==> config.mk <==
export PLATFORM = sky130hd
export DESIGN_NAME = guard_eval_ctrl
export DESIGN_NICKNAME = d
export VERILOG_FILES = /design/src/rtl/guard_pkg.sv /design/src/rtl/guard_eval_ctrl.sv
export SDC_FILE = /design/constraint.sdc
export NUM_CORES = 1
export LEC_CHECK = 0
export BUFFER_PORTS_ARGS = -buffer_cell sky130_fd_sc_hd__buf_2
export CAP_MARGIN = 20
export CORE_ASPECT_RATIO = 1.75
export CORE_MARGIN = 4
export CORE_UTILIZATION = 35
export DETAILED_ROUTE_END_ITERATION = 16
export PLACE_DENSITY = 0.55
export RECOVER_POWER = 25
export SYNTH_ARGS = -nofsm -noshare
export SYNTH_HDL_FRONTEND = slang
export SYNTH_SLANG_ARGS = --single-unit
==> constraint.sdc <==
create_clock -name sys_clk_i -period 20.9 [get_ports sys_clk_i]
set_input_delay 3.135 -clock sys_clk_i [delete_from_list [all_inputs] [get_ports sys_clk_i]]
set_output_delay 3.135 -clock sys_clk_i [all_outputs]
set_load 0.02 [all_outputs]
==> src/rtl/guard_pkg.sv <==
// Constants, types and register map of the guard evaluation controller
package guard_pkg;
    localparam int CLK_HZ = 100_000_000;
    localparam int TICK_HZ = 1000;             // One tick per millisecond
    localparam int PRESCALE = CLK_HZ / TICK_HZ;
    localparam int HEADS = 4;
    localparam int CODE_W = 16;
    localparam int MAX_TEACH = 8;
    localparam int CNT_W = 4;
    // Times in milliseconds
    localparam int TEACH_MS = 60_000;
    localparam int READY_MS = 3_000;
    localparam int FAST_HALF_MS = 125;         // 4 Hz flash
    localparam int SLOW_HALF_MS = 500;         // 1 Hz flash
    localparam int SLOW_PERIOD_MS = 1_000;
    localparam int COUNT_SLOT_MS = 125;        // Remaining-count blink slot
    localparam int SWITCH_OFF_MS = 180;
    localparam int MS_W = 16;
    // Register bus
    localparam int ADDR_W = 4;
    localparam logic [ADDR_W-1:0] CTRL_OFS = 4'h0;
    localparam logic [ADDR_W-1:0] STATUS_OFS = 4'h4;
    localparam logic [ADDR_W-1:0] CODE_OFS = 4'h8;
    // Control register fields
    localparam int CTRL_HEADS_LSB = 0;         // Active heads minus one
    localparam int CTRL_MANUAL_BIT = 2;
    localparam int CTRL_FB_BIT = 3;
    localparam int CTRL_CLEAR_BIT = 4;         // Write 1: wipe teach memory
    localparam logic [1:0] CTRL_HEADS_RST = 2'h0;

    typedef enum logic [2:0] {
        st_powerup, st_first_wait, st_teach, st_done, st_run
    } ctl_state_t;

    typedef struct packed {
        logic present;                         // Actuator inside distance
        logic [CODE_W-1:0] code;
    } head_t;

    typedef struct packed {
        logic [1:0] heads_m1;
        logic manual;
        logic fb_mode;
    } cfg_t;

    typedef struct packed {
        logic relay_a;
        logic relay_b;
        logic diag;
        logic led_green;
        logic led_red;
        logic led_out;
    } out_t;
endpackage : guard_pkg

==> src/rtl/guard_eval_ctrl.sv <==
// Guard evaluation controller: teach-in, code compare, relay and LEDs
//
// Design decisions made here: strobed register access and the register addresses.
`timescale 1ns/100ps
`default_nettype none

// Summary of operation
// - Teach-in forces both relays and door monitor outputs low.
// - Unit without a code flashes green at about 4 Hz.
// - Actuator in range while waiting starts teach-in, green flashes 1 Hz.
// - Teach-in ends after 60 s; green off, new code stored, old retired.
// - Same actuator cannot be taught twice; at most 8 teach-ins.
// - Only the most recently taught code enables the outputs.
// - Aborted or power-failed teach-in is invalid; old code kept.
// - At power-on green blinks the number of remaining teach-ins.
// - After eighth or with old actuator: 60 s teach mode, code unchanged.
// - Test input active turns relays off and raises diagnostic output.
// - Test input released clears diagnostic, red off, relays back on.
// - Manual start needs a fresh start press after a test cycle.
// - Each active head drives its door monitor output high on code match.
// - Relays and guard LED on only when all active heads match.
// - Open guard drops relays and guard LED; door outputs keep reporting.
// - Internal fault switches off, raises diagnostic, lights red LED.
// - Manual start accepted only on a falling edge of the start input.
// - With feedback mode, start needs the feedback loop closed.
// - During ready delay relays are off and door outputs low.
// - Relays drop within 180 ms of actuator removal.
module guard_eval_ctrl #(
    parameter int PRESCALE_CYC = guard_pkg::PRESCALE
) (
    input wire logic sys_clk_i,
    input wire logic nrst_i,
    input wire guard_pkg::head_t [guard_pkg::HEADS-1:0] head_i,
    input wire logic guard_test_input_i,
    input wire logic start_button_i,
    input wire logic feedback_closed_i,
    input wire logic internal_fault_i,
    input wire logic [guard_pkg::ADDR_W-1:0] addr_i,
    input wire logic [31:0] wdata_i,
    input wire logic wr_i,
    input wire logic rd_i,
    output logic [31:0] rdata_o,
    output guard_pkg::out_t out_o,
    output logic [guard_pkg::HEADS-1:0] door_monitor_o
);
    import guard_pkg::*;

    localparam logic [MS_W-1:0] TEACH_TICKS = MS_W'(TEACH_MS);
    localparam logic [MS_W-1:0] READY_TICKS = MS_W'(READY_MS);
    localparam logic [CNT_W-1:0] MAX_CNT = CNT_W'(MAX_TEACH);
    localparam int PRE_W = $clog2(PRESCALE_CYC + 1);

    // Code hit test against the list of already taught actuators
    function automatic logic code_known(
        input logic [CODE_W-1:0] c,
        input logic [CODE_W-1:0] mem [MAX_TEACH],
        input logic [CNT_W-1:0] n
    );
        logic hit;
        hit = 1'b0;
        for (int i = 0; i < MAX_TEACH; i++) begin
            if (CNT_W'(i) < n && mem[i] == c) begin
                hit = 1'b1;
            end
        end
        return hit;
    endfunction : code_known

    // Teach memory survives reset (non-volatile in the device)
    logic [CODE_W-1:0] taught_mem [MAX_TEACH];
    logic [CNT_W-1:0] taught_cnt;
    logic [CODE_W-1:0] pending_code;
    logic [CODE_W-1:0] active_code;
    logic active_valid;

    ctl_state_t state;
    ctl_state_t next_state;
    cfg_t cfg;
    logic [PRE_W-1:0] pre_cnt;
    logic tick;
    logic [MS_W-1:0] ms_cnt;
    logic [MS_W-1:0] blink_cnt;
    logic teach_real;
    logic [CODE_W-1:0] teach_code;
    logic teach_invalid;
    logic run_on;
    logic start_q;
    logic fault_seen;

    // Bus decode
    wire wr_ctrl = wr_i && addr_i == CTRL_OFS;
    wire mem_clear = wr_ctrl && wdata_i[CTRL_CLEAR_BIT];

    // Millisecond tick prescaler
    always_ff @(posedge sys_clk_i or negedge nrst_i) begin
        if (!nrst_i) begin
            pre_cnt <= '0;
            tick <= 1'b0;
        end else if (pre_cnt == PRE_W'(PRESCALE_CYC - 1)) begin
            pre_cnt <= '0;
            tick <= 1'b1;
        end else begin
            pre_cnt <= pre_cnt + 1'b1;
            tick <= 1'b0;
        end
    end

    // State timer restarts on each state change; free blink counter
    wire state_chg = next_state != state;
    always_ff @(posedge sys_clk_i or negedge nrst_i) begin
        if (!nrst_i) begin
            ms_cnt <= '0;
            blink_cnt <= '0;
        end else begin
            if (state_chg) begin
                ms_cnt <= '0;
            end else if (tick && ms_cnt != '1) begin
                ms_cnt <= ms_cnt + 1'b1;
            end
            if (tick) begin
                blink_cnt <= (blink_cnt == MS_W'(SLOW_PERIOD_MS - 1)) ?
                    '0 : blink_cnt + 1'b1;
            end
        end
    end

    // Head compare and arming conditions
    wire [HEADS-1:0] head_en = HEADS'((5'h2 << cfg.heads_m1) - 5'h1);
    logic [HEADS-1:0] match;
    logic [HEADS-1:0] foreign;
    always_comb begin
        for (int h = 0; h < HEADS; h++) begin
            match[h] = head_en[h] && head_i[h].present && active_valid &&
                head_i[h].code == active_code;
            foreign[h] = head_en[h] && head_i[h].present &&
                !(active_valid && head_i[h].code == active_code);
        end
    end
    wire all_match = (match | ~head_en) == '1;
    wire any_foreign = |foreign;
    wire [CODE_W-1:0] foreign_code = head_i[0].present ? head_i[0].code :
        head_i[1].present ? head_i[1].code :
        head_i[2].present ? head_i[2].code : head_i[3].code;
    wire foreign_old = code_known(foreign_code, taught_mem, taught_cnt);
    wire teach_left_none = taught_cnt >= MAX_CNT;
    wire teach_ends = tick && ms_cnt == TEACH_TICKS - 1'b1;

    // Control state sequence
    always_comb begin
        next_state = state;
        case (state)
            st_powerup: begin
                if (tick && ms_cnt == READY_TICKS - 1'b1) begin
                    next_state = active_valid ? st_run : st_first_wait;
                end
            end
            st_first_wait: begin
                if (head_i[0].present) begin
                    next_state = st_teach;
                end
            end
            st_run: begin
                if (any_foreign) begin
                    next_state = st_teach;
                end
            end
            st_teach: begin
                if (!head_i[0].present && !any_foreign) begin
                    next_state = active_valid ? st_run : st_first_wait;
                end else if (teach_ends) begin
                    next_state = st_done;
                end
            end
            st_done: next_state = st_done;
            default: next_state = st_powerup;
        endcase
    end

    always_ff @(posedge sys_clk_i or negedge nrst_i) begin
        if (!nrst_i) begin
            state <= st_powerup;
        end else begin
            state <= next_state;
        end
    end

    // Teach session bookkeeping
    wire teach_start = next_state == st_teach && state != st_teach;
    wire teach_abort = state == st_teach && next_state != st_teach &&
        next_state != st_done;
    always_ff @(posedge sys_clk_i or negedge nrst_i) begin
        if (!nrst_i) begin
            teach_real <= 1'b0;
            teach_code <= '0;
            teach_invalid <= 1'b0;
        end else begin
            if (teach_start) begin
                teach_code <= state == st_first_wait ? head_i[0].code :
                    foreign_code;
                teach_real <= !teach_left_none && !(state == st_first_wait ?
                    code_known(head_i[0].code, taught_mem, taught_cnt) :
                    foreign_old);
            end
            if (teach_abort) begin
                teach_invalid <= 1'b1;
            end
        end
    end

    // Non-volatile teach store; only a finished real teach or mem_clear writes it
    always_ff @(posedge sys_clk_i) begin
        if (mem_clear) begin
            taught_cnt <= '0;
            pending_code <= '0;
        end else if (state == st_teach && next_state == st_done &&
                     teach_real) begin
            taught_mem[taught_cnt[2:0]] <= teach_code;
            pending_code <= teach_code;
            taught_cnt <= taught_cnt + 1'b1;
        end
    end

    // Stored code becomes active only through a power cycle
    always_ff @(posedge sys_clk_i or negedge nrst_i) begin
        if (!nrst_i) begin
            active_code <= '0;
            active_valid <= 1'b0;
        end else if (mem_clear) begin
            active_code <= '0;
            active_valid <= 1'b0;
        end else if (state == st_powerup) begin
            active_code <= pending_code;
            active_valid <= taught_cnt != '0;
        end
    end

    // Configuration register
    always_ff @(posedge sys_clk_i or negedge nrst_i) begin
        if (!nrst_i) begin
            cfg <= '{heads_m1: CTRL_HEADS_RST, manual: 1'b0, fb_mode: 1'b0};
        end else if (wr_ctrl) begin
            cfg.heads_m1 <= wdata_i[CTRL_HEADS_LSB +: 2];
            cfg.manual <= wdata_i[CTRL_MANUAL_BIT];
            cfg.fb_mode <= wdata_i[CTRL_FB_BIT];
        end
    end

    // Start edge, sticky internal fault
    wire start_fall = start_q && !start_button_i;
    wire fb_ok = !cfg.fb_mode || feedback_closed_i;
    wire start_req = cfg.manual ? start_fall : 1'b1;
    wire block_run = state != st_run || !all_match || guard_test_input_i ||
        fault_seen || internal_fault_i;
    always_ff @(posedge sys_clk_i or negedge nrst_i) begin
        if (!nrst_i) begin
            start_q <= 1'b0;
            fault_seen <= 1'b0;
            run_on <= 1'b0;
        end else begin
            start_q <= start_button_i;
            if (internal_fault_i) begin
                fault_seen <= 1'b1;
            end
            if (block_run) begin
                run_on <= 1'b0;
            end else if (!run_on && start_req && fb_ok) begin
                run_on <= 1'b1;
            end
        end
    end

    // Indicator patterns
    wire fast_on = (blink_cnt % MS_W'(2 * FAST_HALF_MS)) <
        MS_W'(FAST_HALF_MS);
    wire slow_on = blink_cnt < MS_W'(SLOW_HALF_MS);
    wire [MS_W-1:0] slot = ms_cnt / MS_W'(COUNT_SLOT_MS);
    wire [CNT_W-1:0] left = teach_left_none ? '0 : MAX_CNT - taught_cnt;
    wire count_on = slot[0] && (slot >> 1) < MS_W'(left);
    logic green;
    always_comb begin
        case (state)
            st_powerup: green = count_on;
            st_first_wait: green = fast_on;
            st_teach: green = slow_on;
            st_done: green = 1'b0;
            st_run: green = 1'b1;
            default: green = 1'b0;
        endcase
    end
    wire next_diag = guard_test_input_i || fault_seen ||
        internal_fault_i;
    wire next_run = run_on && !block_run;

    // Registered outputs
    always_ff @(posedge sys_clk_i or negedge nrst_i) begin
        if (!nrst_i) begin
            out_o <= '0;
            door_monitor_o <= '0;
        end else begin
            out_o.relay_a <= next_run;
            out_o.relay_b <= next_run;
            out_o.led_out <= next_run;
            out_o.diag <= next_diag;
            out_o.led_red <= next_diag || teach_invalid;
            out_o.led_green <= green;
            door_monitor_o <= (state == st_run) ? match : '0;
        end
    end

    // Read data, one cycle after the strobe
    wire [31:0] status_word = {20'h0, taught_cnt, 1'b0, state,
        teach_invalid, fault_seen, teach_real, run_on};
    always_ff @(posedge sys_clk_i or negedge nrst_i) begin
        if (!nrst_i) begin
            rdata_o <= '0;
        end else if (rd_i) begin
            case (addr_i)
                CTRL_OFS: rdata_o <= {28'h0, cfg.fb_mode, cfg.manual,
                    cfg.heads_m1};
                STATUS_OFS: rdata_o <= status_word;
                CODE_OFS: rdata_o <= {16'h0, active_code};
                default: rdata_o <= '0;
            endcase
        end else begin
            rdata_o <= '0;
        end
    end
endmodule : guard_eval_ctrl

`default_nettype wire

After elaboration in Yosys (flattened, before gate mapping)
Index checks and enable logic that the tools add are counted.
W data, S select, Z words.
Word-level totals
  register bits after elaboration: 283
  output and inout bits: 42
Cells by class
  magnitude comparators: 14
  multiplexer cells: 49
  div/mod/pow operators: 2
  $add $sub $neg: 6
  bitwise logic cells: 4
  equal/unequal tests: 39
  reductions and logical operators: 83
  shift-type cells: 1
Operator list (count)
  $eq A16 B16 Y1: 20
  $mux W16: 10
  $bwmux W128: 1
  $logic_and A1 B1 Y1: 54
  $demux W16 S3: 1
  $pmux W16 S3: 1
  $add A16 B1 Y16 const B: 2
  $mux W32: 1
  $mux W1: 24
  $mux W3: 6
  $add A17 B1 Y17 const B: 1
  $eq A17 B17 Y1 const B: 1
  $mux W17: 1
  $div A16 B7 Y16 const B: 1
  $eq A16 B10 Y1 const B: 1
  $eq A16 B12 Y1 const B: 1
  $eq A16 B16 Y1 const B: 1
  $lt A16 B7 Y1 const B: 1
  $lt A16 B9 Y1 const B: 1
  $lt A3 B4 Y1 const A: 4
  $mod A16 B8 Y16 const B: 1
  $ne A16 B16 Y1 const B: 1
  $lt A15 B4 Y1: 1
  $pmux W3 S5: 1
  other kinds (30): 61

Longest topological paths before layout
Gate-level depths: netlist (run 1).
  word-level depth: 16
  mapped depth: 32

Worst setup path before layout (run 1)
OpenSTA, ideal clock, no wires.
  path kind: input to register
  start: input port head_i[20] in the netlist's numbering
  end: register taught_mem[100] in the netlist's numbering, enable pin
  cell stages on the path: 17
  path buffers: 1
  arrival: 7.780 ns
  slack: 12.711 ns
  library setup time: 0.409 ns
  data required time: 20.491 ns
  path through: xor2_1 > nor4_1 > nand4_1 > nor4_1 > nor2b_1 > o21bai_1 > a221oi_1 > nor2_1 > a31oi_1 > a21oi_1 > a211oi_1 > nor2_1 > or2_2 > nor4b_1 > clkbuf_1 > nand3_1 > nor3_1
Between the ends
  longest elaborated chain between the ends: 13
RTL lines
  start: declaration: line guard_eval_ctrl.sv:33  | input wire guard_pkg::head_t [guard_pkg::HEADS-1:0] head_i,
  $eq A16 B16 Y1 (*): line guard_eval_ctrl.sv:136  | !(active_valid && head_i[h].code == active_code);
  $logic_and A1 B1 Y1 (*): line guard_eval_ctrl.sv:136
  $logic_not A1 Y1 (*): line guard_eval_ctrl.sv:136
  $logic_and A1 B1 Y1 (*): line guard_eval_ctrl.sv:135  | foreign[h] = head_en[h] && head_i[h].present &&
  $reduce_or A4 Y1 (*): line guard_eval_ctrl.sv:140  | wire any_foreign = |foreign;
  $logic_not A1 Y1: line guard_eval_ctrl.sv:168  | if (!head_i[0].present && !any_foreign) begin
  $logic_and A1 B1 Y1: line guard_eval_ctrl.sv:168
  $mux W3: line guard_eval_ctrl.sv:168
  $pmux W3 S5 (*): line guard_eval_ctrl.sv:151  | case (state)
  $eq A3 B2 Y1 (*): line guard_eval_ctrl.sv:215  | end else if (state == st_teach && next_state == st_done &&
  $logic_and A1 B1 Y1 (*) (2 in series): line guard_eval_ctrl.sv:215
  $reduce_and A2 Y1 (no source line) (*)
  end signal: indexed assignment: line guard_eval_ctrl.sv:217  | taught_mem[taught_cnt[2:0]] <= teach_code;
  end: declaration: line guard_eval_ctrl.sv:70  | logic [CODE_W-1:0] taught_mem [MAX_TEACH];
Every way passes the cells marked *; elsewhere a longest branch is shown, timed or not.
A chain may end at the register's enable or synchronous reset.

Final worst setup path (run 1)
  start: register blink_cnt[9]
  end: register out_o[2] in the netlist's numbering
Between the ends
  longest elaborated chain between the ends: 3
RTL lines
  start: declaration: line guard_eval_ctrl.sv:82  | logic [MS_W-1:0] blink_cnt;
  start signal: assignment: line guard_eval_ctrl.sv:121  | blink_cnt <= (blink_cnt == MS_W'(SLOW_PERIOD_MS - 1)) ?
  $mod A16 B8 Y16: line guard_eval_ctrl.sv:273  | wire fast_on = (blink_cnt % MS_W'(2 * FAST_HALF_MS)) <
  $lt A16 B7 Y1: line guard_eval_ctrl.sv:273
  $pmux W1 S4 (*): line guard_eval_ctrl.sv:281  | case (state)
  via green: line guard_eval_ctrl.sv:279  | logic green;
  end: declaration: line guard_eval_ctrl.sv:43  | output guard_pkg::out_t out_o,
Mark *: on every way through the listed nets, which the timed path passes. The rest lies on a longest branch.

==> flow_summary.yaml, run 1 <==
global_routing:
  use_met1_pct: 23.9
  antenna_found_initial: 0
  grt_pass1_vias: 17100
  grtUsageMet2_pct: 40.0
  grt_pass1_wl_mm: 102
  grt.total_usage_pct: 21.5
  overflow: 0
  busiest_layer: "met2"
  met3_usage_pct: 2.70
  grt_max_degree: 63
power_and_ir_drop:
  p_sw_mw: 0.588
  power_frac_comb_pct: 20.5
  switching_share_pct: 36.3
  clock_power_share_pct: 29.0
  cellPowerDensity_nw_per_um2: 75.5
  power_frac_seq_pct: 50.6
  leakage_nw: 7.83
  p_int_mw: 1.03
  peakVddDrop_v: 0.0000538
clock_tree:
  ctsHoldBuffers: 0
  clkSlewWorstSetupHoldPaths_ns: 0.07
  numCtsBuffers: 27
  cts_root_buffer: "clkbuf_16"
  cts.repair.resized: 0
  numClockSinks: 267
  cts_setup_buffers: 0
  clkLatencyLatePin_ns: 0.56
  cts_buffer_depth: 3
  ctsHtreeMaxLevel: 1
  tritoncts: "done"
place:
  dp_hpwl_mm: 49.0
  dp_slack_ns: 12.18
  dpl-instance-area_um2: 20700
  gp_congestion: 0.928
  port-buffer-count: 110
  placed_cells: 2890
critical_path:
  crit_path_max_fanout: 25
  path_class: "reg2reg"
  end_kind: "flop"
  cp-start-kind: "flop"
  rr_worst_depth: 25
  cp_data_required_time_ns: 21.40
  arrival_ns: 9.43
timing:
  period_share_pct: 42.7
  final_hold_viol_count: 0
  timing.hold.ws_ns: 0.451
  setup_slack_ns: 11.97
  fmax_ghz: 0.112
  max_slew_margin_pct: 21.8
  finalCriticalPeriod_ns: 8.93
  tns_ns: 0
  worstMarginPinSlew_ns: 1.17
  slew_viol_final: 0
  final.setup_skew_ns: 0.0108
  rsz0062_at_grt: "no"
  setup_viol: 0
routing:
  via_count: 17000
  first_pass_iters: 5
  drtAntennaViolNets: 0
  drc: 0
  via_per_inst: 5.79
  routedWlPerCell_um: 22.9
  drtIter0Drc: 1316
  wl_mm: 67.2
worst_hold_path:
  hp-class: "reg2reg"
  hold_depth: 2
finish:
  drive_gt1_share_pct: 11.9
  final_cell_area_um2: 21500
  instances_no_fill: 2940
  final_nets: 2351
  diodes: 0
  area_growth_syn_to_layout_pct: 9.71
synth:
  synthCells: 2192
  synth_edf_count: 128
  synth_area_um2: 19600
  yosys.cell_types.count: 117
  ys_async_sr_fraction_pct: 44.6
  ys.flop_type: "edfxtp_1"
  avgSynthCellArea_um2: 8.94
  ys_ff_latch: 267
  seq_area_frac_synth_pct: 36.9
  ys_warn_count: 0
floorplanning:
  dieArea_um2: 60000
  start_util_pct: 35.4
  die_w_um: 187
  core_um2: 55300
  chipHeight_um: 321
  num_rows: 114
  io_pins: 154
run:
  maxCapViolations: 0
status:
  status: "finished clean"
==> worst max-delay path, stage by stage, from the launching register on <==
cell and delay, ns:
dfrtp_1 0.87, o21ai_0 0.30, or2_0 0.29, a22oi_2 0.36
a31oi_2 0.30, or3_1 0.42, a21boi_1 0.16, o32ai_2 0.45
nand3_1 0.22, a311oi_2 0.63, a211oi_1 0.19, o2bb2ai_1 0.22
and4_1 0.24, a31o_1 0.55, mux2_2 0.45, a21oi_2 0.57
xnor2_1 0.24, ha_1 0.27, and3_1 0.17, o31ai_1 0.22
o21ai_0 0.11, o22ai_1 0.30, xor2_1 0.12, and4_1 0.20
nor4_1 0.77, a211o_1 0.19
==> cells by family after synthesis <==
kind of cell               synth area share, %
adders and majority gates                 1.40
AOI/OAI and AO/OA                         17.0
and+or+nand+nor                           19.2
other                                   0.0191
xor gates and xnor gates                  18.1
muxes                                     3.14
buffers and inverters                     4.36
DFF                                       36.9
==> power by group through the flow <==
| stage | Sequential (mW) | Combinational [mW] | Clock, mW |
|---|---|---|---|
| after floorplan | 0.704 | 0.263 | 0 |
| after global routing | 0.823 | 0.364 | 0.499 |
| final | 0.821 | 0.332 | 0.470 |
| after CTS | 0.816 | 0.331 | 0.478 |
| after detailed placement | 0.827 | 0.329 | 0 |
| after global placement | 0.825 | 0.323 | 0 |
==> synth_stat cells (all sizes together), types with 7 or more instances <==
master	count	share of area (%)
nor3	53	1.4
a31oi	26	1.0
mux2i	51	2.6
nor2	239	4.7
nand2b	14	0.45
nand4	57	1.9
a21oi	133	3.5
o211ai	16	0.69
ha	16	1.0
clkbuf	78	1.5
nor2b	9	0.29
inv	43	0.82
and3	18	0.57
and2	24	0.78
o21a	14	0.54
maj3	7	0.38
nand2	175	3.4
edfxtp	128	20
nand3	47	1.3
buf	70	2.0
o211a	7	0.36
dfrtp	119	15
o2111ai	13	0.61
or2	11	0.35
xor2	201	9.0
or3	18	0.57
xnor2	202	9.1
mux2	9	0.52
o21ai	117	3.0
o32ai	9	0.48
o22ai	8	0.26
a311oi	7	0.38
dfxtp	20	2.0
a22oi	13	0.52
nor4	63	2.0
a211oi	13	0.50
o31ai	17	0.72
==> area by class of cell <==
cell class | count | area (um2)
clock buffers | 34 | 702
clock inverters | 16 | 125
fillers | 5575 | 33900
inverters | 46 | 178
multi-input cells | 1746 | 11600
flip-flops and latches | 267 | 7220
well taps | 696 | 871
repair buffers | 135 | 744
==> stage by stage <==
step,power (mW),utilization (%)
CTS,1.63,38.8
global placement,1.15,37.3
detailed placement,1.16,37.3
finish,1.62,38.8
floorplan,0.967,-
global route,1.69,38.8
==> per-layer routing <==
layer	up-vias	part of all wire, %
met5	-	0
met1	8343	38
met3	175	5.0
met2	581	51
li1	7915	-
met4	0	5.9
==> state kept, by name, indices dropped and copies added (netlist names), 16 cells and up <==
name,flops
pending_code,16
active_code,16
blink_cnt,16
taught_mem,128
ms_cnt,16
teach_code,16
pre_cnt,17
rdata_o,16
==> layout by cell type (no fill, tap or decap), drive strengths merged, types with 17 or more instances in the layout <==
cell / netlist / layout
a31oi: 26 / 26
o31ai: 17 / 17
nand4: 57 / 57
inv: 43 / 46
edfxtp: 128 / 128
nor3: 53 / 53
buf: 70 / 135
xnor2: 202 / 202
nor4: 63 / 63
o21ai: 117 / 117
and2: 24 / 24
xor2: 201 / 201
dfxtp: 20 / 20
a21oi: 133 / 133
or3: 18 / 18
nand2: 175 / 175
and3: 18 / 18
mux2i: 51 / 51
nand3: 47 / 47
nor2: 239 / 239
dfrtp: 119 / 119
clkbuf: 78 / 34
==> path summary, 6_finish.rpt <==
path                                 start              to  slack [ns]
max reg2reg                   blink_cnt[9]        out_o[2]       11.97
min in group asynchronous           nrst_i      rdata_o[9]        2.56
max in group asynchronous           nrst_i      rdata_o[6]       17.08
min                        pending_code[2]  active_code[2]        0.45
min reg2reg                pending_code[2]  active_code[2]        0.45
max                           blink_cnt[9]        out_o[2]       11.97
Note: power is estimated with default switching activity, not from simulation.
==> inputs of run 2 (changes only) <==
- ABC_AREA: default -> 1
- clock period: 20.9 -> 8.99 ns (I/O delays scaled with it)
==> flow_summary.yaml, run 2 <==
routing:
  drtIter0Drc: 1537
  first_pass_iters: 8
  via_count: 18700
  via_per_inst: 5.63
  routedWlPerCell_um: 23.3
  drc: 0
  drtAntennaViolNets: 0
  wl_mm: 77.3
timing:
  worstMarginPinSlew_ns: 3.34
  fmax_ghz: 0.150
  tns_ns: 0
  rsz0062_at_grt: "no"
  slew_viol_final: 61
  final_hold_viol_count: 0
  final.setup_skew_ns: 0.0131
  max_slew_margin_pct: -123
  setup_viol: 0
  finalCriticalPeriod_ns: 6.68
  period_share_pct: 74.3
worst_hold_path:
  hp-class: "reg2reg"
  hold_start: "pending_code[4]"
floorplanning:
  chipHeight_um: 317
  io_pins: 154
  core_um2: 54200
  die_w_um: 184
  num_rows: 113
  dieArea_um2: 58500
  start_util_pct: 35.2
synth:
  synth.most_common_cell: "nand2_1"
  ys_warn_count: 0
  synth_top_cell_by_area: "edfxtp_1"
  avgSynthCellArea_um2: 7.56
  ys_async_sr_fraction_pct: 44.6
  seq_area_frac_synth_pct: 37.9
  synth.area.top_cells: "edfxtp_1 (20%), dfrtp_1 (16%), nand2_1 (9.3%), inv_1 (6.8%), xor2_1 (5.1%)"
  synthCells: 2523
  synth_edf_count: 128
  ys.flop_type: "edfxtp_1"
  synth_common_cells: "nand2_1 (471), inv_1 (346), nor2_1 (170), nand3_1 (165), o21ai_0 (162)"
  yosys.cell_types.count: 70
  ys_ff_latch: 267
  synth_area_um2: 19100
  synth_top_area_share_pct: 20.1
clock_tree:
  tritoncts: "done"
  ctsHoldBuffers: 0
  cts_buffer_depth: 3
  numCtsBuffers: 29
  clkLatencyLatePin_ns: 0.58
  cts_setup_buffers: 0
  clkSlewWorstSetupHoldPaths_ns: 0.07
  numClockSinks: 267
  cts.repair.resized: 0
  ctsHtreeMaxLevel: 1
  cts_root_buffer: "clkbuf_16"
critical_path:
  r2r_start: "ms_cnt[12]"
  ff2ff_setup_slack_ns: 2.55
  crit_path_max_fanout: 12
  cp_num_buf_inv: 3
  worstSetupStartpoint: "head_i[7]"
  crit_chain: "buf_2 -> clkinv_1 -> nand2_1 -> o21ai_0 -> nor4_1 -> nand4_1 -> a2111oi_0 -> o2111ai_1 -> o21ai_0 -> o31ai_4 -> a221oi_1 -> o211ai_1 -> nand2_1 -> xor2_1 -> nor2_1 -> inv_1 -> or2_2 -> nand4_1 -> nor2_1 -> nand3_1 -> nor2_1 -> nand2_1 -> a221oi_1"
  path_class: "in2reg"
  cp_data_required_time_ns: 9.47
  cpLargestDelayFamily: "compound AO/OA/AOI/OAI gates"
  cp-start-kind: "primary input"
  arrival_ns: 7.16
  slowest_delay_ns: 0.69
  cpMaxStageDelayCell: "a2111oi_0"
  end_kind: "flop"
place:
  dpl-instance-area_um2: 20300
  dp_hpwl_mm: 58.9
  port-buffer-count: 110
  gp_congestion: 1.03
global_routing:
  overflow: 0
  grt_pass1_wl_mm: 113
  grt_pass1_vias: 18300
  grt_max_degree: 61
  grt.total_usage_pct: 25.8
  antenna_found_initial: 0
run:
  maxCapViolations: 1
finish:
  layout_commonest_cell: "nand2_1"
  largest_reg_flops: 128
  drive_gt1_share_pct: 14.6
  area_growth_syn_to_layout_pct: 11.7
  diodes: 0
  final_cell_mix: "nand2_1 (471), inv_1 (346), nor2_1 (169), nand3_1 (165), o21ai_0 (158)"
  final_nets: 2738
  final_cell_area_um2: 21300
power_and_ir_drop:
  power_frac_comb_pct: 23.3
  leakage_nw: 9.72
  clock_power_share_pct: 30.5
  switching_share_pct: 38.6
  power_mw: 4.01
  peakVddDrop_v: 0.000149
  p_int_mw: 2.46
  cellPowerDensity_nw_per_um2: 188
  power_frac_seq_pct: 46.2
  p_sw_mw: 1.55
status:
  status: "finished with violations"
  violations: "capacitance limit, slew limit"
[run 2: cell types whose count changed after synthesis, moves of 29 or more]
cell     change
inv_1      +304
nand2_1    +297
xnor2_1    -162
nand3_1    +121
xor2_1      -90
o22ai_1     +83
nor2_1      -65
o21ai_0     +58
nand2_2     +51
mux2i_1     -50
inv_2       +34
a21oi_1     -29
[run 2: logic make-up (layout without fill, tap and decap cells)]
kind of cell	count (synthesis)	after routing	share of synthesized area, %
AOI/OAI and AO/OA	515	515	16.6
DFF	267	267	37.9
and+or+nand+nor	1086	1086	27.4
xor gates and xnor gates	150	150	6.89
buffers and inverters	488	582	10.2
adders and majority gates	16	16	1.05
other	1	16	0.0197
[run 2: worst register-to-register path: cells and delay by family (launching register included)]
kind / cells / cell delay (ns)
AO/OA/AOI/OAI: 5 / 0.91
adder cells (fa/ha/maj): 1 / 0.23
flip-flops: 1 / 0.57
AND/OR/NAND/NOR: 37 / 4.18
buffers and inverters: 5 / 0.48
[run 2: final timing paths]
path                                   to  cells after the start
max                            ms_cnt[14]                     23
min                        active_code[4]                      2
max reg2reg                      out_o[2]                     48
min reg2reg                active_code[4]                      2
max in group asynchronous   teach_code[6]                      2
min in group asynchronous       ms_cnt[7]                      1
[run 2: final cells by class]
cell class                 count  area (um2)
sequential                   267        7220
clock inverter                24         221
clock buffer                  29         726
timing repair buffer         136         763
fill                        5640       32800
tap                          690         863
multi-input combinational   1783       10000
inverter                     393        1490
[run 2: layer usage]
metal / track usage [%] / up-vias / wire (um)
met3: 3.23 / 288 / 5000
met5: 0 / - / 0
li1: - / 8682 / -
met1: 28.3 / 8858 / 27200
met4: 16.0 / 0 / 6300
met2: 46.5 / 861 / 38800
[run 2: stage by stage]
| step | setup WS (ns) | hold slack, ns | std cells | utilization [%] |
|---|---|---|---|---|
| floorplan | 3.47 | 0.431 | 2538 | - |
| global placement | 1.76 | 0.450 | 3268 | 37.6 |
| detailed placement | 1.72 | 0.456 | 3268 | 37.6 |
| CTS | 2.28 | 0.469 | 3321 | 39.3 |
| global route | 1.71 | 0.493 | 3322 | 39.3 |
| finish | 2.31 | 0.471 | 3322 | 39.3 |
[run 2: power groups by stage]
stage                     sequential (mW)  combinational [mW]  clock [mW]
after floorplan                      1.62               0.615           0
after global placement               1.87               0.899           0
after detailed placement             1.87               0.905           0
after CTS                            1.84               0.910        1.24
after global routing                 1.85                1.02        1.28
final                                1.85               0.935        1.22
